<file path="config.mk">
export PLATFORM = sky130hd
export DESIGN_NAME = reload_capture_timer16
export DESIGN_NICKNAME = d
export VERILOG_FILES = /design/src/common/rct_pkg.sv /design/src/common/pin_event_if.sv /design/src/verilog/pin_event_sync.sv /design/src/verilog/reload_capture_timer16.sv
export SDC_FILE = /design/constraint.sdc
export NUM_CORES = 1
export LEC_CHECK = 0
export BUFFER_PORTS_ARGS = -buffer_cell sky130_fd_sc_hd__buf_2
export CAP_MARGIN = 20
export CORE_MARGIN = 4
export CORE_UTILIZATION = 34
export CTS_CLUSTER_SIZE = 25
export DETAILED_ROUTE_END_ITERATION = 10
export PLACE_DENSITY_LB_ADDON = 0.2
export SLEW_MARGIN = 20
export SYNTH_ARGS = -nofsm -noshare
export SYNTH_HDL_FRONTEND = slang
export SYNTH_SLANG_ARGS = --single-unit
export TNS_END_PERCENT = 100
</file>
<file path="constraint.sdc">
create_clock -name pclk -period 5.3 [get_ports pclk]
set_input_delay 0.53 -clock pclk [delete_from_list [all_inputs] [get_ports pclk]]
set_output_delay 0.53 -clock pclk [all_outputs]
set_load 0.03 [all_outputs]
</file>
<file path="src/common/rct_pkg.sv">
// constants, register layout and channel state of the reload/capture timer
// How it works
// 16-bit count, two identical timer channels
// modes: auto-reload or single-channel capture
// timer mode advances once per twelve clocks
// counter mode advances on count pin falls
// source keeps count pin slower than clock/24
// up count: reload value upward, overflow, reload
// reload by overflow, optionally trigger edge too
// reload value comes from reload/capture register
// every plain reload event raises the request
// up/down: trigger pin level picks direction
// up/down counting raises no request
// down: from all ones to reload value
// capture mode counts up, wraps to zero
// selected trigger edge is the capture event
// capture copies count into reload/capture register
// capture mode: overflow and capture both raise request
// pins synchronised before edge or level detection
`default_nettype none
package rct_pkg;
    localparam int              CNT_W     = 16;
    localparam logic [15:0]     CNT_MAX   = 16'hFFFF;
    localparam logic [15:0]     CNT_ZERO  = 16'h0000;
    localparam int              DIV_W     = 4;
    localparam logic [3:0]      DIV_LAST  = 4'hB;
    localparam int              ADDR_W    = 8;
    localparam int              CH_LSB    = 5;
    localparam int              CH_W      = 3;
    localparam int              REG_LSB   = 2;
    localparam int              REG_W     = 3;
    localparam logic [2:0]      REG_CTRL  = 3'h0;
    localparam logic [2:0]      REG_STAT  = 3'h1;
    localparam logic [2:0]      REG_RELOAD = 3'h2;
    localparam logic [2:0]      REG_COUNT = 3'h3;
    localparam int              CTRL_W    = 6;
    localparam int              STAT_OVF  = 0;
    localparam int              STAT_EXT  = 1;

    // bit 0 run ... bit 5 updown
    typedef struct packed {
        logic updown;
        logic rising;
        logic ext_en;
        logic capture;
        logic counter;
        logic run;
    } ctrl_t;

    typedef struct packed {
        ctrl_t              ctrl;
        logic [CNT_W-1:0]   timer_count_value;
        logic [CNT_W-1:0]   reload_capture_value;
        logic [DIV_W-1:0]   div;
        logic               f_ovf;
        logic               f_ext;
        logic               irq;
    } chan_t;

    localparam chan_t CHAN_RESET = '0;
endpackage : rct_pkg
`default_nettype wire

</file>
<file path="src/common/pin_event_if.sv">
// synchronised pin levels and edge pulses of one timer channel
`default_nettype none
interface pin_event_if;
    logic count_fall;
    logic trig_rise;
    logic trig_fall;
    logic trig_level;
    modport src (output count_fall, output trig_rise, output trig_fall, output trig_level);
    modport dst (input count_fall, input trig_rise, input trig_fall, input trig_level);
endinterface : pin_event_if
`default_nettype wire

</file>
<file path="src/verilog/pin_event_sync.sv">
// two-stage synchroniser and edge detector for count and trigger pins
`default_nettype none
module pin_event_sync (
    input  wire logic       pclk,
    input  wire logic       presetn,
    input  wire logic       count_input_pin,
    input  wire logic       external_trigger_pin,
    pin_event_if.src        ev
);
    typedef struct packed {
        logic cnt_s1;
        logic cnt_s2;
        logic cnt_prev;
        logic trg_s1;
        logic trg_s2;
        logic trg_prev;
    } sync_t;

    sync_t s_q;
    sync_t s_d;

    always_comb begin
        s_d          = s_q;
        s_d.cnt_s1   = count_input_pin;
        s_d.cnt_s2   = s_q.cnt_s1;
        s_d.cnt_prev = s_q.cnt_s2;
        s_d.trg_s1   = external_trigger_pin;
        s_d.trg_s2   = s_q.trg_s1;
        s_d.trg_prev = s_q.trg_s2;
    end

    always_ff @(posedge pclk or negedge presetn) begin
        if (!presetn) begin
            s_q <= '0;
        end else begin
            s_q <= s_d;
        end
    end

    // edges seen only after the second stage
    assign ev.count_fall = s_q.cnt_prev & ~s_q.cnt_s2;
    assign ev.trig_rise  = ~s_q.trg_prev & s_q.trg_s2;
    assign ev.trig_fall  = s_q.trg_prev & ~s_q.trg_s2;
    assign ev.trig_level = s_q.trg_s2;
endmodule : pin_event_sync
`default_nettype wire

</file>
<file path="src/verilog/reload_capture_timer16.sv">
// apb slave with independent 16-bit reload/capture timer channels
`default_nettype none
module reload_capture_timer16 #(
    parameter int CHANNELS = 2
) (
    input  wire logic                       pclk,
    input  wire logic                       presetn,
    input  wire logic                       psel,
    input  wire logic                       penable,
    input  wire logic                       pwrite,
    input  wire logic [rct_pkg::ADDR_W-1:0] paddr,
    input  wire logic [31:0]                pwdata,
    output logic [31:0]                     prdata,
    output logic                            pready,
    output logic                            pslverr,
    input  wire logic [CHANNELS-1:0]        count_input_pin,
    input  wire logic [CHANNELS-1:0]        external_trigger_pin,
    output logic [CHANNELS-1:0]             timer_irq
);
    import rct_pkg::*;

    // elaboration check on the channel count
    if (CHANNELS < 1 || CHANNELS > (1 << CH_W)) begin : g_bad_channels
        $error("CHANNELS out of range");
    end

    typedef struct packed {
        chan_t [CHANNELS-1:0]   ch;
        logic                   pready;
        logic                   pslverr;
        logic [31:0]            prdata;
    } state_t;

    state_t                 s_q;
    state_t                 s_d;
    logic [CHANNELS-1:0]    cfall;
    logic [CHANNELS-1:0]    trise;
    logic [CHANNELS-1:0]    tfall;
    logic [CHANNELS-1:0]    tlevel;

    // one synchroniser per channel
    genvar g;
    generate
        for (g = 0; g < CHANNELS; g++) begin : g_ch
            pin_event_if ev ();
            pin_event_sync u_sync (
                .pclk                 (pclk),
                .presetn              (presetn),
                .count_input_pin      (count_input_pin[g]),
                .external_trigger_pin (external_trigger_pin[g]),
                .ev                   (ev.src)
            );
            assign cfall[g]  = ev.count_fall;
            assign trise[g]  = ev.trig_rise;
            assign tfall[g]  = ev.trig_fall;
            assign tlevel[g] = ev.trig_level;
        end
    endgenerate

    function automatic logic mapped(input logic [ADDR_W-1:0] a);
        logic [REG_W-1:0] r;
        r = a[REG_LSB +: REG_W];
        return (32'(a[CH_LSB +: CH_W]) < CHANNELS) && (r <= REG_COUNT)
               && (a[REG_LSB-1:0] == 2'h0);
    endfunction : mapped

    function automatic logic [31:0] rd(input chan_t c, input logic [REG_W-1:0] r);
        logic [31:0] v;
        v = 32'h0000_0000;
        unique case (r)
            REG_CTRL:   v[CTRL_W-1:0] = c.ctrl;
            REG_STAT:   v[STAT_EXT:STAT_OVF] = {c.f_ext, c.f_ovf};
            REG_RELOAD: v[CNT_W-1:0] = c.reload_capture_value;
            REG_COUNT:  v[CNT_W-1:0] = c.timer_count_value;
            default:    v = 32'h0000_0000;
        endcase
        return v;
    endfunction : rd

    function automatic logic [CNT_W-1:0] inc(input logic [CNT_W-1:0] v);
        return v + 16'h0001;
    endfunction : inc

    // one clock of a channel; flags in the result are this cycle's events only
    function automatic chan_t step(input chan_t c, input logic cf, input logic tr,
                                  input logic tf, input logic tl);
        chan_t n;
        logic  tick;
        logic  trig;
        n       = c;
        n.f_ovf = 1'b0;
        n.f_ext = 1'b0;
        n.div   = (c.div == DIV_LAST) ? '0 : c.div + 4'h1;
        tick    = c.ctrl.counter ? cf : (c.div == DIV_LAST);
        trig    = c.ctrl.ext_en & (c.ctrl.rising ? tr : tf);
        if (c.ctrl.run) begin
            if (c.ctrl.capture) begin
                if (tick) begin
                    if (c.timer_count_value == CNT_MAX) begin
                        n.timer_count_value = CNT_ZERO;
                        n.f_ovf = 1'b1;
                    end else begin
                        n.timer_count_value = inc(c.timer_count_value);
                    end
                end
                if (trig) begin
                    n.reload_capture_value = c.timer_count_value;
                    n.f_ext = 1'b1;
                end
            end else if (c.ctrl.updown) begin
                if (tick && tl) begin
                    n.timer_count_value = (c.timer_count_value == CNT_MAX)
                        ? c.reload_capture_value : inc(c.timer_count_value);
                end else if (tick) begin
                    n.timer_count_value = (c.timer_count_value == c.reload_capture_value)
                        ? CNT_MAX : c.timer_count_value - 16'h0001;
                end
            end else if (trig) begin
                n.timer_count_value = c.reload_capture_value;
                n.f_ext = 1'b1;
            end else if (tick) begin
                if (c.timer_count_value == CNT_MAX) begin
                    n.timer_count_value = c.reload_capture_value;
                    n.f_ovf = 1'b1;
                end else begin
                    n.timer_count_value = inc(c.timer_count_value);
                end
            end
        end
        return n;
    endfunction : step

    logic                setup;
    logic                wr_acc;
    logic [CH_W-1:0]     sel_ch;
    logic [REG_W-1:0]    sel_reg;

    assign setup   = psel & ~penable;
    assign wr_acc  = psel & penable & s_q.pready & pwrite & ~s_q.pslverr;
    assign sel_ch  = paddr[CH_LSB +: CH_W];
    assign sel_reg = paddr[REG_LSB +: REG_W];

    always_comb begin
        chan_t n;
        logic  hit;
        n         = CHAN_RESET;
        hit       = 1'b0;
        s_d       = s_q;
        s_d.pready = setup;
        if (setup) begin
            s_d.pslverr = ~mapped(paddr);
            s_d.prdata  = 32'h0000_0000;
            for (int i = 0; i < CHANNELS; i++) begin
                if (32'(sel_ch) == i && mapped(paddr)) begin
                    s_d.prdata = rd(s_q.ch[i], sel_reg);
                end
            end
        end
        for (int i = 0; i < CHANNELS; i++) begin
            n   = step(s_q.ch[i], cfall[i], trise[i], tfall[i], tlevel[i]);
            hit = wr_acc && (32'(sel_ch) == i);
            s_d.ch[i] = n;
            s_d.ch[i].f_ovf = s_q.ch[i].f_ovf;
            s_d.ch[i].f_ext = s_q.ch[i].f_ext;
            if (hit) begin
                unique case (sel_reg)
                    REG_CTRL:   s_d.ch[i].ctrl = ctrl_t'(pwdata[CTRL_W-1:0]);
                    REG_STAT: begin
                        s_d.ch[i].f_ovf = s_q.ch[i].f_ovf & ~pwdata[STAT_OVF];
                        s_d.ch[i].f_ext = s_q.ch[i].f_ext & ~pwdata[STAT_EXT];
                    end
                    REG_RELOAD: begin
                        // a capture in the same cycle wins over the write
                        if (!(s_q.ch[i].ctrl.capture && n.f_ext)) begin
                            s_d.ch[i].reload_capture_value = pwdata[CNT_W-1:0];
                        end
                    end
                    REG_COUNT:  s_d.ch[i].timer_count_value = pwdata[CNT_W-1:0];
                    default:    s_d.ch[i].ctrl = s_q.ch[i].ctrl;
                endcase
            end
            // events set after the clear so they are never lost
            s_d.ch[i].f_ovf = s_d.ch[i].f_ovf | n.f_ovf;
            s_d.ch[i].f_ext = s_d.ch[i].f_ext | n.f_ext;
            s_d.ch[i].irq   = s_d.ch[i].f_ovf | s_d.ch[i].f_ext;
        end
    end

    always_ff @(posedge pclk or negedge presetn) begin
        if (!presetn) begin
            s_q <= '0;
        end else begin
            s_q <= s_d;
        end
    end

    assign prdata  = s_q.prdata;
    assign pready  = s_q.pready;
    assign pslverr = s_q.pslverr;
    always_comb begin
        for (int i = 0; i < CHANNELS; i++) begin
            timer_irq[i] = s_q.ch[i].irq;
        end
    end

    // checks on channel 0 and on the apb handshake
    chan_t c0;
    logic  tick0;
    logic  trig0;
    logic  idle0;
    assign c0    = s_q.ch[0];
    assign tick0 = c0.ctrl.counter ? cfall[0] : (c0.div == DIV_LAST);
    assign trig0 = c0.ctrl.ext_en & (c0.ctrl.rising ? trise[0] : tfall[0]);
    assign idle0 = c0.ctrl.run & ~wr_acc;
endmodule : reload_capture_timer16
`default_nettype wire

</file>
== Word-level counts from Yosys, hierarchy flattened ==
Index checks and enable logic that the tools add are counted.

* $add $sub $neg: 6
* Mux-type cells: 66
* Equality and inequality tests: 10
* Magnitude comparators: 2
* Reductions and logical operators: 15
* Bitwise gates (word level): 34

{| class="wikitable"
|+ Operators by type and width
! cell !! number
|-
| 16-bit 2-to-1 mux || 31
|-
| 32-bit 2-to-1 mux || 5
|-
| 10-bit one-hot mux with 2 select lines || 2
|-
| 16-bit by 1-bit adder with 16-bit output (second input constant) || 2
|-
| 16-bit equality test || 2
|-
| 16-bit equality test (second input constant) || 2
|-
| 16-bit by 1-bit subtractor with 16-bit output (second input constant) || 2
|-
| 4-bit one-hot mux with 3 select lines || 2
|-
| 2-bit 2-to-1 mux || 10
|-
| 1-bit bitwise AND || 17
|-
| 2-bit one-hot mux with 4 select lines || 2
|-
| 1-bit 2-to-1 mux || 12
|-
| 1-bit inverter || 11
|-
| 1-bit logical AND || 10
|-
| 4-bit by 1-bit adder with 4-bit output (second input constant) || 2
|-
| 4-bit equality test (second input constant) || 2
|-
| 4-bit 2-to-1 mux || 2
|-
| 3-bit by 1-bit equality test with 1-bit output (second input constant) || 2
|-
| 3-bit by 2-bit equality test with 1-bit output (second input constant) || 2
|-
| 3-bit logical NOT || 2
|-
| 1-bit bitwise OR || 6
|-
| 2-bit AND reduction || 2
|-
| 3-bit by 2-bit <= comparator with 1-bit output (second input constant) || 1
|-
| 3-bit by 2-bit less-than comparator with 1-bit output (second input constant) || 1
|-
| 2-bit logical NOT || 1
|}

* Flip-flop bits (word level): 136
* Bits of input ports: 49
* Output and inout port bits: 36
* Word-level logic and storage cells: 172

== Depth between registers and ports, before layout ==
Gate-level depths: netlist (run 1).

* Depth in word-level cells: 12
* Depth in mapped cells: 10
* Gate-level depth less buffers: 9

== By module ==
Synthesis (run 1) repeated with hierarchy kept, for this count alone.

* Cell total of the unflattened synthesis: 1,133
* Area total of the unflattened synthesis: 9,435.3 µm²

{| class="wikitable"
|+ By module, submodules not included
! module !! instances !! sequential area each (µm²) !! area an instance (µm²) !! cells an instance
|-
| reload_capture_timer16 || 1 || 2,702.6 || 9,092.5 || 1,115
|-
| pin_event_sync || 2 || 150.1 || 171.4 || 9
|}

== Least setup slack after synthesis (run 1) ==
OpenSTA, ideal clock, no wires.

* Path kind: in2reg
* Start point: in paddr[6] (netlist name)
* End point: reg s_q, in the netlist c0[37]
* Cell stages on the path: 8
* Buffers on the path: 3
* Arrival: 2.292 ns
* Setup time: 0.135 ns
* Setup slack: 2.873 ns
* Required time: 5.165 ns
* Cells stage by stage: or4b_4 -> or3_1 -> buf_2 -> or2_1 -> buf_2 -> buf_6 -> o221ai_2 -> o211ai_1

{| class="wikitable"
|+ RTL lines
! what !! line !! source
|-
| start, declared || reload_capture_timer16.sv:11 || <nowiki>input wire logic [rct_pkg::ADDR_W-1:0] paddr,</nowiki>
|-
| end signal, assigned || reload_capture_timer16.sv:191 || <nowiki>s_q <= '0;</nowiki>
|-
| end signal, assigned || reload_capture_timer16.sv:193 || <nowiki>s_q <= s_d;</nowiki>
|-
| end, declared || reload_capture_timer16.sv:34 || <nowiki>state_t s_q;</nowiki>
|}

==> summary.txt, run 1 <==
Outcome
  • Run status: completed

Clock network
  • Clock sink count: 120
  • Worst skew pair latency: 430 ps
  • Post-cts resize count: 0
  • Worst-case clock buffer depth: 2
  • CTS root buffer: sky130_fd_sc_hd__clkbuf_16
  • Inserted Clock Buffers: 17
  • CTS tree: built
  • Number of H-tree branching levels: 4
  • Setup fix buffers added after clock tree synthesis: 0
  • Clock Pin Slew Worst Setup and Hold Paths: 70 ps
  • Number of hold buffers added after cts: 0

Finish
  • Fraction of final layout cells with drive strength greater than 1: 12.9%
  • Number of nets in the finished design: 1172
  • Count of antenna diodes in the layout: 0
  • Finished layout cell area: 0.0101 mm²
  • Layout-stage area growth over the synthesis result: 8.17%

Critical path
  • Launching element type of the critical path: flip-flop
  • Slowest stage cell on the critical path: sky130_fd_sc_hd__or4_1
  • Critical path type: reg -> reg
  • Critical Path Sink Type: flip-flop
  • Signal arrival time at the worst endpoint: around 3700 ps
  • Data required, critical path: 5660 ps
  • R2R Setup Slk: 1920 ps
  • Highest cell delay on the worst timing path: 790 ps
  • Cells along the critical path: ha_1, nand4_1, or4_1, o21ai_2, nand2_2, nor3_2, a221oi_1, a21oi_1
  • Startpoint of the lowest-slack register-to-register path: s_q[103]
  • Origin of the worst setup path: s_q[103]
  • Maximum net fanout on the critical path: 11

Floorplan
  • Die X-Extent: 174 µm
  • DIE AREA: 0.0302 mm²
  • Initial core utilization: 34.6%
  • Ports placed on the boundary: 85
  • Number of placement rows: 60
  • Core area: 0.0270 mm²
  • Vertical extent of the die: 174 µm

Routing
  • Residual DRC count: 0
  • Total Routed Length: 32800 µm
  • DRC violation total after the first TritonRoute iteration: roughly 880
  • Average vias per placed instance: between 6 and 7
  • Via count: around 9000
  • Total iterations of the first detailed-routing run: 7
  • DR WL/cell: around 22 µm
  • Final antenna-violating net count: 0

Yosys
  • Adder and majority gate portion of the synthesized area: 0.802%
  • Largest family of logic cells by synthesized area: compound AO/OA/AOI/OAI gates
  • Post-synthesis simple-gate area fraction: between 20% and 30%
  • Compound-gate portion of the synthesized area: 23.8%
  • Register area share after synthesis: roughly a third
  • Synthesized-area fraction occupied by xor and xnor cells: under 10%
  • Number of warnings reported in the yosys synthesis log: 0
  • Mean instance size in the synthesized netlist: 8.13 µm²
  • Multiplexer share of the synthesized area: 7.05%
  • Count of flip-flops with a built-in enable after synthesis: 0
  • Async SR Flop Fraction: 100%
  • Main synth FF type: sky130_fd_sc_hd__dfrtp_1
  • Cell area after synthesis: 0.00936 mm²
  • Count of different cell masters after synthesis: 83
  • Count of state elements after synthesis: 120
  • Number of instances in the synthesized netlist: around 1200

Timing
  • Transition time at the pin with the least slew margin: 997 ps
  • Fin Setup TNS: 0 ps
  • Number of setup violations in the final report: 0
  • Final clock skew: 10.5 ps
  • Setup repair after global routing missed its margin: false
  • Period minus WS final: 3380 ps
  • Slew margin rel.: 33.3%
  • Number of endpoints with negative hold slack in the final report: 0
  • Part of the cycle the worst path needs: 63.9%
  • Final count of pins violating max slew: 0
  • FMAX: 0.295 GHz

Global route
  • Antenna violations before repair: 0
  • Largest net degree at the start of global routing: 78
  • Total Routing Usage GR: between 20% and 30%
  • Wire length of the first global-routing pass: 51200 µm
  • Vias in the first global route: 8401
  • Total overflow reported by the global router: 0

Power and ir drop
  • Switch Pwr: 0.984 mW
  • Part of the power in the clock network: 40.6%
  • Switching power as a share of total power: 34.9%
  • P_leak: 3.72 nW
  • Pint: 1.83 mW
  • Combinational cell fraction of total power: 16.3%
  • Power density over the cells: 278 mW/mm²
  • VDD IR-drop max: 0.220 mV
  • Proportion of power drawn by flip-flops and latches: between 40% and 50%

Place
  • Routability Congestion: about 0.94
  • Number of port buffers: 52
  • Area after DPL: approximately 0.0095 mm²
  • Final HPWL from detailed placement: 23100 µm

Flow run
  • Number of maximum-capacitance violations: 0

Hold path
  • Class of the tightest hold or removal check: in -> async
[worst paths after layout]
| kind | end | depth (start not counted) |
|---|---|---|
| worst min-delay path | s_q[83] | 1 |
| min in group pclk | g_ch[0].u_sync.s_d[4] | 1 |
| worst min register to register | g_ch[1].u_sync.s_d[3] | 0 |
| max in group asynchronous | timer_irq[0] | 2 |
| worst max-delay path | s_q[104] | 8 |
| worst max register to register | s_q[104] | 8 |
[registers in the layout, indices dropped and copies added (netlist names)]
| register | cells |
|---|---|
| pslverr | 1 |
| c0 | 44 |
| timer_irq | 2 |
| g_ch.u_sync.s_q | 4 |
| g_ch.u_sync.ev.trig_level | 2 |
| pready | 1 |
| g_ch.u_sync.s_d | 6 |
| s_q | 44 |
| prdata | 16 |
[power groups by stage]
stage          clock [mW]  sequential, mW  combinational [mW]
2_1_floorplan           0            1.04               0.488
3_3_place_gp            0            1.23               0.451
3_5_place_dp            0            1.22               0.453
4_1_cts              1.16            1.21               0.457
5_1_grt              1.20            1.23               0.502
6_report             1.14            1.21               0.459
[area by class of cell]
class	instances	area, µm²
multi-input cells	889	5670
clock buffers	18	429
repair buffers	63	349
clock inverters	14	143
well taps	341	427
flip-flops and latches	120	3000
fillers	2816	16900
inverters	26	97.6
[cell usage after synthesis (4+ instances only)]
cell                          n  area share (%)
sky130_fd_sc_hd__dfrtp_1    120              32
sky130_fd_sc_hd__nand2b_1     5            0.33
sky130_fd_sc_hd__xnor2_1     27             2.5
sky130_fd_sc_hd__o211ai_1    10            0.80
sky130_fd_sc_hd__or4_1       13             1.0
sky130_fd_sc_hd__nor2b_1      4            0.27
sky130_fd_sc_hd__a211o_1      4            0.37
sky130_fd_sc_hd__nand2_1     77             3.1
sky130_fd_sc_hd__o41ai_1      6            0.56
sky130_fd_sc_hd__nand3_1     37             2.0
sky130_fd_sc_hd__a31oi_1     28             1.9
sky130_fd_sc_hd__clkbuf_1    73             2.9
sky130_fd_sc_hd__or2_2        9            0.60
sky130_fd_sc_hd__nand4_1     19             1.3
sky130_fd_sc_hd__a21o_1       7            0.56
sky130_fd_sc_hd__a22o_1       8            0.75
sky130_fd_sc_hd__o221ai_1    13             1.2
sky130_fd_sc_hd__ha_1         6            0.80
sky130_fd_sc_hd__nor2_1     125             5.0
sky130_fd_sc_hd__and2_1       7            0.47
sky130_fd_sc_hd__mux2_2      15             1.8
sky130_fd_sc_hd__o22ai_1      8            0.53
sky130_fd_sc_hd__or3_1       19             1.3
sky130_fd_sc_hd__o21ai_0     65             3.5
sky130_fd_sc_hd__nor3_1      28             1.5
sky130_fd_sc_hd__a211oi_1     7            0.56
sky130_fd_sc_hd__nor4_1      16             1.1
sky130_fd_sc_hd__inv_1       24            0.96
sky130_fd_sc_hd__and3_1      10            0.67
sky130_fd_sc_hd__mux4_2       4            0.96
sky130_fd_sc_hd__nand3b_1     4            0.32
sky130_fd_sc_hd__nor3b_1      4            0.32
sky130_fd_sc_hd__mux2i_1     40             4.3
sky130_fd_sc_hd__a22oi_1     21             1.7
sky130_fd_sc_hd__xor2_1      26             2.4
sky130_fd_sc_hd__buf_2       18            0.96
sky130_fd_sc_hd__a21oi_1     97             5.2
sky130_fd_sc_hd__o2111ai_1    4            0.37
sky130_fd_sc_hd__buf_4       35             2.8
sky130_fd_sc_hd__o21a_1      18             1.4
sky130_fd_sc_hd__o31ai_1      6            0.48
sky130_fd_sc_hd__a221oi_1    13             1.2
[critical path: cells and delay by family, from the launching register on]
kind | cells | cell delay, ps
adder cells (fa/ha/maj) | 1 | 390
AND/OR/NAND/NOR | 4 | 1580
flip-flops | 1 | 620
AO/OA/AOI/OAI | 3 | 700
[layout by cell type (no fill, tap or decap), types with 7 or more instances in the layout]
cell,netlist,routed
sky130_fd_sc_hd__a211oi_1,7,7
sky130_fd_sc_hd__a221oi_1,13,13
sky130_fd_sc_hd__and2_1,7,7
sky130_fd_sc_hd__nand3_1,37,37
sky130_fd_sc_hd__o21a_1,18,18
sky130_fd_sc_hd__mux2i_1,40,40
sky130_fd_sc_hd__buf_4,35,11
sky130_fd_sc_hd__nor3_1,28,28
sky130_fd_sc_hd__mux2_2,15,15
sky130_fd_sc_hd__nand2_1,77,77
sky130_fd_sc_hd__inv_1,24,24
sky130_fd_sc_hd__a22o_1,8,8
sky130_fd_sc_hd__nand4_1,19,19
sky130_fd_sc_hd__nor4_1,16,15
sky130_fd_sc_hd__o21ai_0,65,65
sky130_fd_sc_hd__nor2_1,125,124
sky130_fd_sc_hd__xnor2_1,27,27
sky130_fd_sc_hd__or3_1,19,19
sky130_fd_sc_hd__clkbuf_16,0,17
sky130_fd_sc_hd__o22ai_1,8,8
sky130_fd_sc_hd__o221ai_1,13,13
sky130_fd_sc_hd__or2_2,9,9
sky130_fd_sc_hd__buf_2,18,51
sky130_fd_sc_hd__a21oi_1,97,97
sky130_fd_sc_hd__a22oi_1,21,21
sky130_fd_sc_hd__and3_1,10,10
sky130_fd_sc_hd__o211ai_1,10,10
sky130_fd_sc_hd__or4_1,13,13
sky130_fd_sc_hd__dfrtp_1,120,120
sky130_fd_sc_hd__a31oi_1,28,28
sky130_fd_sc_hd__a21o_1,7,7
sky130_fd_sc_hd__conb_1,1,16
sky130_fd_sc_hd__xor2_1,26,26
[stage by stage]
step | cells | utilization (%) | setup slack, ps | hold slack (ps) | power [mW]
floorplan | 1166 | - | 2870 | 234 | 1.53
global placement | 1439 | 35.3 | 2080 | 332 | 1.68
detailed placement | 1439 | 35.3 | 2040 | 335 | 1.68
CTS | 1471 | 37.4 | 2000 | 149 | 2.83
global route | 1471 | 37.4 | 1780 | 171 | 2.93
finish | 1471 | 37.4 | 1920 | 118 | 2.82
[per-layer routing]
layer | up-vias | part of all wire (%) | wire length [µm] | track usage, %
met5 | - | 0 | 0 | 0
met4 | 0 | 2.1 | 682 | 6.37
met3 | 56 | 7.4 | 2430 | 3.77
met2 | 428 | 43 | 14100 | 30.8
met1 | 4392 | 47 | 15600 | 32.2
li1 | 4140 | - | - | -
[kinds of logic after synthesis]
logic type / Yosys count
AND/OR/NAND/NOR: 411
multiplexers: 59
buffers and inverters: 157
other: 1
adder cells (fa/ha/maj): 6
AO/OA/AOI/OAI: 344
XOR/XNOR: 53
flip-flops: 120
(Power assumes the default switching activity.)
==> inputs of run 2 (changes only) <==
--- a/config.mk
+++ b/config.mk
@@ -5,6 +5,7 @@
 export SDC_FILE = /design/constraint.sdc
 export NUM_CORES = 1
 export LEC_CHECK = 0
+export ABC_AREA = 1
 export BUFFER_PORTS_ARGS = -buffer_cell sky130_fd_sc_hd__buf_2
 export CAP_MARGIN = 20
 export CORE_MARGIN = 4
==> constraint.sdc (replaced) <==
create_clock -name pclk -period 3.3 [get_ports pclk]
set_input_delay 0.33 -clock pclk [delete_from_list [all_inputs] [get_ports pclk]]
set_output_delay 0.33 -clock pclk [all_outputs]
set_load 0.03 [all_outputs]
==> run 2 against run 1 <==
Compared with the run above: global-route usage grew 1.1 points; largest power group is now clock; flip-flop and latch count did not move; via count up 15%; cell count rose by 34%; highest routed layer unchanged; critical path type unchanged.
==> summary.txt, run 2 <==
Outcome
  • Run status: completed

Clock network
  • Post-cts resize count: 0
  • CTS root buffer: sky130_fd_sc_hd__clkbuf_16
  • Clock Pin Slew Worst Setup and Hold Paths: 70 ps
  • Clock sink count: 120
  • Inserted Clock Buffers: 17
  • Number of H-tree branching levels: 4
  • Worst-case clock buffer depth: 2
  • Worst skew pair latency: 430 ps
  • CTS tree: built

Power and ir drop
  • VDD IR-drop max: 0.231 mV
  • Proportion of power drawn by flip-flops and latches: 37.1%
  • Part of the power in the clock network: 41.7%
  • Switching power as a share of total power: around 36%
  • Switch Pwr: approximately 1.7 mW
  • P_leak: 5.30 nW
  • Combinational cell fraction of total power: 21.2%
  • Power density over the cells: 434 mW/mm²
  • Pint: a little over 3 mW

Critical path
  • Critical path type: reg -> reg
  • Maximum net fanout on the critical path: 14
  • Most common cell on crit path: sky130_fd_sc_hd__nand2_1
  • Highest cell delay on the worst timing path: 430 ps
  • Signal arrival time at the worst endpoint: 2930 ps
  • Data required, critical path: around 3600 ps
  • Slowest stage cell on the critical path: sky130_fd_sc_hd__nand2_1
  • Kind of cell with the highest combined delay on the critical path: simple AND/OR/NAND/NOR gates
  • Number of buffers and inverters on the critical path: 2
  • Critical Path Sink Type: flip-flop
  • Launching element type of the critical path: flip-flop
  • Cells along the critical path: ha_1, nand2_1, inv_1, nand3_1, nand2_1, nand2_1, inv_1, o21ai_0, nand3_1, nand2_1, nand2_1, nand2_1, nand2_1, nand2_1

Place
  • Final HPWL from detailed placement: 26500 µm
  • Area after DPL: 0.0102 mm²
  • Number of port buffers: 52
  • Routability Congestion: 0.940

Finish
  • Count of antenna diodes in the layout: 0
  • Finished layout cell area: 0.0109 mm²
  • Number of nets in the finished design: 1637
  • Fraction of final layout cells with drive strength greater than 1: roughly a tenth
  • Layout-stage area growth over the synthesis result: 10.9%
  • Commonest cells after routing, fill and taps aside: sky130_fd_sc_hd__nand2_1 (488), sky130_fd_sc_hd__inv_1 (172), sky130_fd_sc_hd__nor2_1 (160)
  • Most common cell after layout, fill and taps aside: sky130_fd_sc_hd__nand2_1

Timing
  • Final count of pins violating max slew: 0
  • FMAX: 0.384 GHz
  • Slew margin rel.: 40.0%
  • Number of endpoints with negative hold slack in the final report: 0
  • Fin Setup TNS: 0 ps
  • Transition time at the pin with the least slew margin: about 900 ps
  • Number of setup violations in the final report: 0
  • Period minus WS final: 2610 ps
  • Final clock skew: 15.9 ps
  • Hold Slack: 7.41 ps
  • Setup repair after global routing missed its margin: false
  • Part of the cycle the worst path needs: 79.0%

Flow run
  • Number of maximum-capacitance violations: 0

Yosys
  • Count of flip-flops with a built-in enable after synthesis: 0
  • Mean instance size in the synthesized netlist: ~6.2 µm²
  • Register area share after synthesis: a little under a third
  • Number of warnings reported in the yosys synthesis log: 0
  • Async SR Flop Fraction: between 90% and 100%
  • Post-synthesis cell type with the largest combined area: sky130_fd_sc_hd__dfrtp_1
  • Synth top area share: between 30 and 40%
  • Leading post-synthesis cells by cell area: sky130_fd_sc_hd__dfrtp_1 (31%), sky130_fd_sc_hd__nand2_1 (19%), sky130_fd_sc_hd__o21ai_0 (7.3%)
  • Most frequent cell after synthesis: sky130_fd_sc_hd__nand2_1
  • Main synth FF type: sky130_fd_sc_hd__dfrtp_1
  • Count of different cell masters after synthesis: 43
  • Count of state elements after synthesis: 120
  • Number of instances in the synthesized netlist: 1572
  • Cell area after synthesis: a little under 0.01 mm²
  • Top cell types by occurrence after synthesis: sky130_fd_sc_hd__nand2_1 (488), sky130_fd_sc_hd__inv_1 (172), sky130_fd_sc_hd__nor2_1 (161), sky130_fd_sc_hd__o21ai_0 (142), sky130_fd_sc_hd__dfrtp_1 (120)

Routing
  • Final antenna-violating net count: 0
  • DRC violation total after the first TritonRoute iteration: roughly 900
  • Total iterations of the first detailed-routing run: 7
  • DR WL/cell: 17.8 µm
  • Residual DRC count: 0
  • Via count: 10400
  • Average vias per placed instance: 5.25
  • Total Routed Length: 35100 µm

Global route
  • Wire length of the first global-routing pass: 55700 µm
  • Antenna violations before repair: 0
  • Total overflow reported by the global router: 0
  • Vias in the first global route: 9710
  • Largest net degree at the start of global routing: 62
  • Total Routing Usage GR: 22.3%

Floorplan
  • Ports placed on the boundary: 85
  • Number of placement rows: 61
  • Core area: 0.0281 mm²
  • Initial core utilization: a little over a third
  • Vertical extent of the die: 178 µm
  • Die X-Extent: 178 µm
  • DIE AREA: approximately 0.032 mm²

Hold path
  • Class of the tightest hold or removal check: in -> reg
[run 2: cells by family after synthesis]
family	count (synthesis)	synth area share [%]
AND/OR/NAND/NOR	822	35.0
buffers and inverters	289	13.0
AO/OA/AOI/OAI	300	17.6
other	1	0.0383
flip-flops	120	30.7
XOR/XNOR	34	3.04
adder cells (fa/ha/maj)	6	0.766
[run 2: power by group through the flow]
stage                     logic [mW]  clock network [mW]  registers [mW]
final                          0.999                1.97            1.75
after global routing            1.13                2.06            1.77
after CTS                      0.990                1.99            1.75
after detailed placement       0.983                   0            1.77
after global placement         0.977                   0            1.77
after floorplan                0.824                   0            1.67
[run 2: final cells by class]
class	count	area, µm²
clock buffer	17	425
clock inverter	15	181
fill	3143	17200
inverter	183	687
multi-input combinational	1178	5580
sequential	120	3000
tap	378	473
timing repair buffer	82	512
[run 2: metal layers]
layer | track usage, % | routed length, µm | vias up
met5 | 0 | 0 | -
met3 | 3.09 | 1810 | 41
li1 | - | - | 5068
met1 | 31.0 | 16100 | 4889
met2 | 36.7 | 16600 | 361
met4 | 5.67 | 602 | 0
[run 2: timing repair]
| action | CTS | global route |
|---|---|---|
| setup buffers | 0 | 0 |
| hold buffers | 3 | 0 |
| hold endpoints to repair | 62 | 0 |
[run 2: stage by stage]
step | cells | utilization, % | worst slack [ps] | total power [mW]
after floorplan | 1587 | - | 1260 | 2.49
after global placement | 1938 | 36.4 | 783 | 2.75
after detailed placement | 1938 | 36.4 | 724 | 2.75
after CTS | 1973 | 38.7 | 709 | 4.73
after global routing | 1973 | 38.7 | 481 | 4.95
final | 1973 | 38.7 | 692 | 4.72
[run 2: worst paths after layout]
path	startpoint	endpoint	slack, ps	cells after the start
min reg2reg	g_ch[1].u_sync.s_d[4]	g_ch[1].u_sync.s_d[3]	350	0
min in group asynchronous	presetn	s_q[113]	460	2
max	c0[3]	c0[25]	690	14
max in group asynchronous	presetn	c0[29]	2090	3
max reg2reg	c0[3]	c0[25]	690	14
min	external_trigger_pin[1]	g_ch[1].u_sync.s_d[1]	7	1
==> inputs of run 3 (changes only) <==
==> constraint.sdc (replaced) <==
create_clock -name pclk -period 2.3 [get_ports pclk]
set_input_delay 0.23 -clock pclk [delete_from_list [all_inputs] [get_ports pclk]]
set_output_delay 0.23 -clock pclk [all_outputs]
set_load 0.03 [all_outputs]
==> run 3 against run 2 <==
Compared with the run above: sequential power is 40% higher; sequential share of layout area down 1.9 points; cell count rose by 5.0%; setup slack lost 560 ps; clock skew is 3.5 ps lower; critical path type unchanged; critical endpoint is now c0[32].
==> summary.txt, run 3 (synthesis gave the netlist of run 2 again) <==
Timing
  • Number of endpoints with negative hold slack in the final report: 0
  • Slew margin rel.: roughly three fifths
  • Hold Slack: about 110 ps
  • Fin Setup TNS: 0 ps
  • Final clock skew: 12.4 ps
  • Part of the cycle the worst path needs: a little over nine tenths
  • FMAX: 0.462 GHz
  • Transition time at the pin with the least slew margin: 610 ps
  • Setup repair after global routing missed its margin: true
  • Number of setup violations in the final report: 0
  • Final count of pins violating max slew: 0
  • Period minus WS final: 2170 ps

Hold path
  • Class of the tightest hold or removal check: in -> reg

Floorplan
  • Number of placement rows: 61
  • Ports placed on the boundary: 85
  • Vertical extent of the die: 178 µm
  • Initial core utilization: 34.9%
  • Core area: 0.0281 mm²
  • DIE AREA: 0.0316 mm²
  • Die X-Extent: 178 µm

Global route
  • Total overflow reported by the global router: 0
  • Wire length of the first global-routing pass: 57400 µm
  • Antenna violations before repair: 0
  • Vias in the first global route: approximately 10000
  • Total Routing Usage GR: 23.2%
  • Largest net degree at the start of global routing: 43

Routing
  • Via count: 10700
  • DR WL/cell: 17.6 µm
  • Amount of wire on met2 after detailed routing: 17300 µm
  • Average vias per placed instance: 5.18
  • Residual DRC count: 0
  • Total iterations of the first detailed-routing run: 5
  • DRC violation total after the first TritonRoute iteration: between 900 and 1000
  • Highest metal layer with signal wires: met4
  • Total Routed Length: 36500 µm
  • Final antenna-violating net count: 0
  • Met3 Wirelength: approximately 1700 µm
  • Wire length on met1: approximately 17000 µm

Clock network
  • Clock sink count: between 100 and 150
  • Worst skew pair latency: 420 ps
  • Clock Pin Slew Worst Setup and Hold Paths: 60 ps
  • Inserted Clock Buffers: 17
  • Worst-case clock buffer depth: 2
  • CTS tree: built
  • CTS root buffer: sky130_fd_sc_hd__clkbuf_16
  • Number of H-tree branching levels: 4

Critical path
  • Signal arrival time at the worst endpoint: 2470 ps
  • Maximum net fanout on the critical path: 9
  • Data required, critical path: 2600 ps
  • Launching element type of the critical path: flip-flop
  • Critical Path Sink Type: flip-flop
  • Critical path type: reg -> reg

Place
  • Area after DPL: approximately 0.011 mm²
  • Number of instances in the placed design: 2031
  • Number of port buffers: 52
  • Final HPWL from detailed placement: 28500 µm
  • Routability Congestion: roughly 0.96

Power and ir drop
  • VDD IR-drop max: roughly 0.42 mV
  • P_leak: 5.78 nW
  • Power density over the cells: 604 mW/mm²

Finish
  • Most common cell after layout, fill and taps aside: sky130_fd_sc_hd__nand2_1
  • Final std cells w/o fill: 2071
  • Commonest cells after routing, fill and taps aside: sky130_fd_sc_hd__nand2_1 (486), sky130_fd_sc_hd__inv_1 (171), sky130_fd_sc_hd__nor2_1 (152)
  • Number of nets in the finished design: between 1500 and 2000
  • Layout-stage area growth over the synthesis result: 19.3%
  • Fraction of final layout cells with drive strength greater than 1: about 15%
  • Count of antenna diodes in the layout: 0
  • Finished layout cell area: 0.0117 mm²

Flow run
  • Number of maximum-capacitance violations: 0

Outcome
  • Run status: completed
## run 3: cell types whose count changed in the layout (fill, tap and decap cells not counted), moves of 3 or more
cell | before | now
sky130_fd_sc_hd__nor2_2 | 5 | 11
sky130_fd_sc_hd__inv_6 | 6 | 2
sky130_fd_sc_hd__buf_4 | 26 | 121
sky130_fd_sc_hd__inv_8 | 4 | 1
sky130_fd_sc_hd__nor2_1 | 160 | 152
## run 3: what timing repair did
| item | 4_1_cts | 5_1_grt |
|---|---|---|
| setup buffers | 0 | 3 |
| endpoints found under the setup margin | 0 | 20 |
| hold buffers | 5 | 0 |
| gates resized for setup | 0 | 21 |
| endpoints found under the hold margin | 42 | 0 |
## run 3: path summary, 6_finish.rpt
kind	cells past startpoint	start	slack, ps	endpoint
setup reg to reg	12	c0[3]	130	c0[32]
setup / recovery	12	c0[3]	130	c0[32]
hold / removal	3	pwdata[12]	110	s_q[114]
max in group asynchronous	3	presetn	1400	c0[12]
hold reg to reg	0	g_ch[1].u_sync.s_d[1]	350	g_ch[1].u_sync.ev.trig_level
min in group asynchronous	2	presetn	290	s_q[115]
## run 3: metal layers
layer  up-vias  global-route usage, %
li1       5277                      -
met4         0                   7.09
met5         -                      0
met1      5076                   31.8
met2       328                   38.5
met3        56                   2.39
## run 3: power breakdown
group	leakage, nW	switching (mW)	internal (mW)	total (mW)
Combinational	4.12	1.12	0.606	1.72
Sequential	1.36	0.193	2.26	2.45
Clock	0.305	1.04	1.85	2.90
## run 3: stage by stage
step | util, % | worst slack [ps] | power, mW
after floorplan | - | 261 | 3.58
after global placement | 38.9 | 127 | 4.15
after detailed placement | 38.9 | 83.9 | 4.16
after CTS | 41.3 | 64.1 | 7.08
after global routing | 41.6 | -41.7 | 7.41
final | 41.6 | 133 | 7.07
## run 3: layout make-up
class / instances / area, µm²
clock inverter: 13 / 195
sequential: 120 / 3010
inverter: 183 / 687
fill: 3103 / 16400
clock buffer: 18 / 439
multi-input combinational: 1179 / 5640
timing repair buffer: 180 / 1260
tap: 378 / 473
## run 3: worst max-delay path, stage by stage (launching register included)
cell and delay [ps]:
sky130_fd_sc_hd__dfrtp_1 400, sky130_fd_sc_hd__ha_1 210, sky130_fd_sc_hd__nand2_1 90, sky130_fd_sc_hd__inv_1 60
sky130_fd_sc_hd__nand3_1 80, sky130_fd_sc_hd__nand2_2 120, sky130_fd_sc_hd__inv_1 340, sky130_fd_sc_hd__buf_4 190
sky130_fd_sc_hd__nor3_1 40, sky130_fd_sc_hd__o21ai_0 160, sky130_fd_sc_hd__nand3_1 190, sky130_fd_sc_hd__nand2_1 110
sky130_fd_sc_hd__nand2_1 50
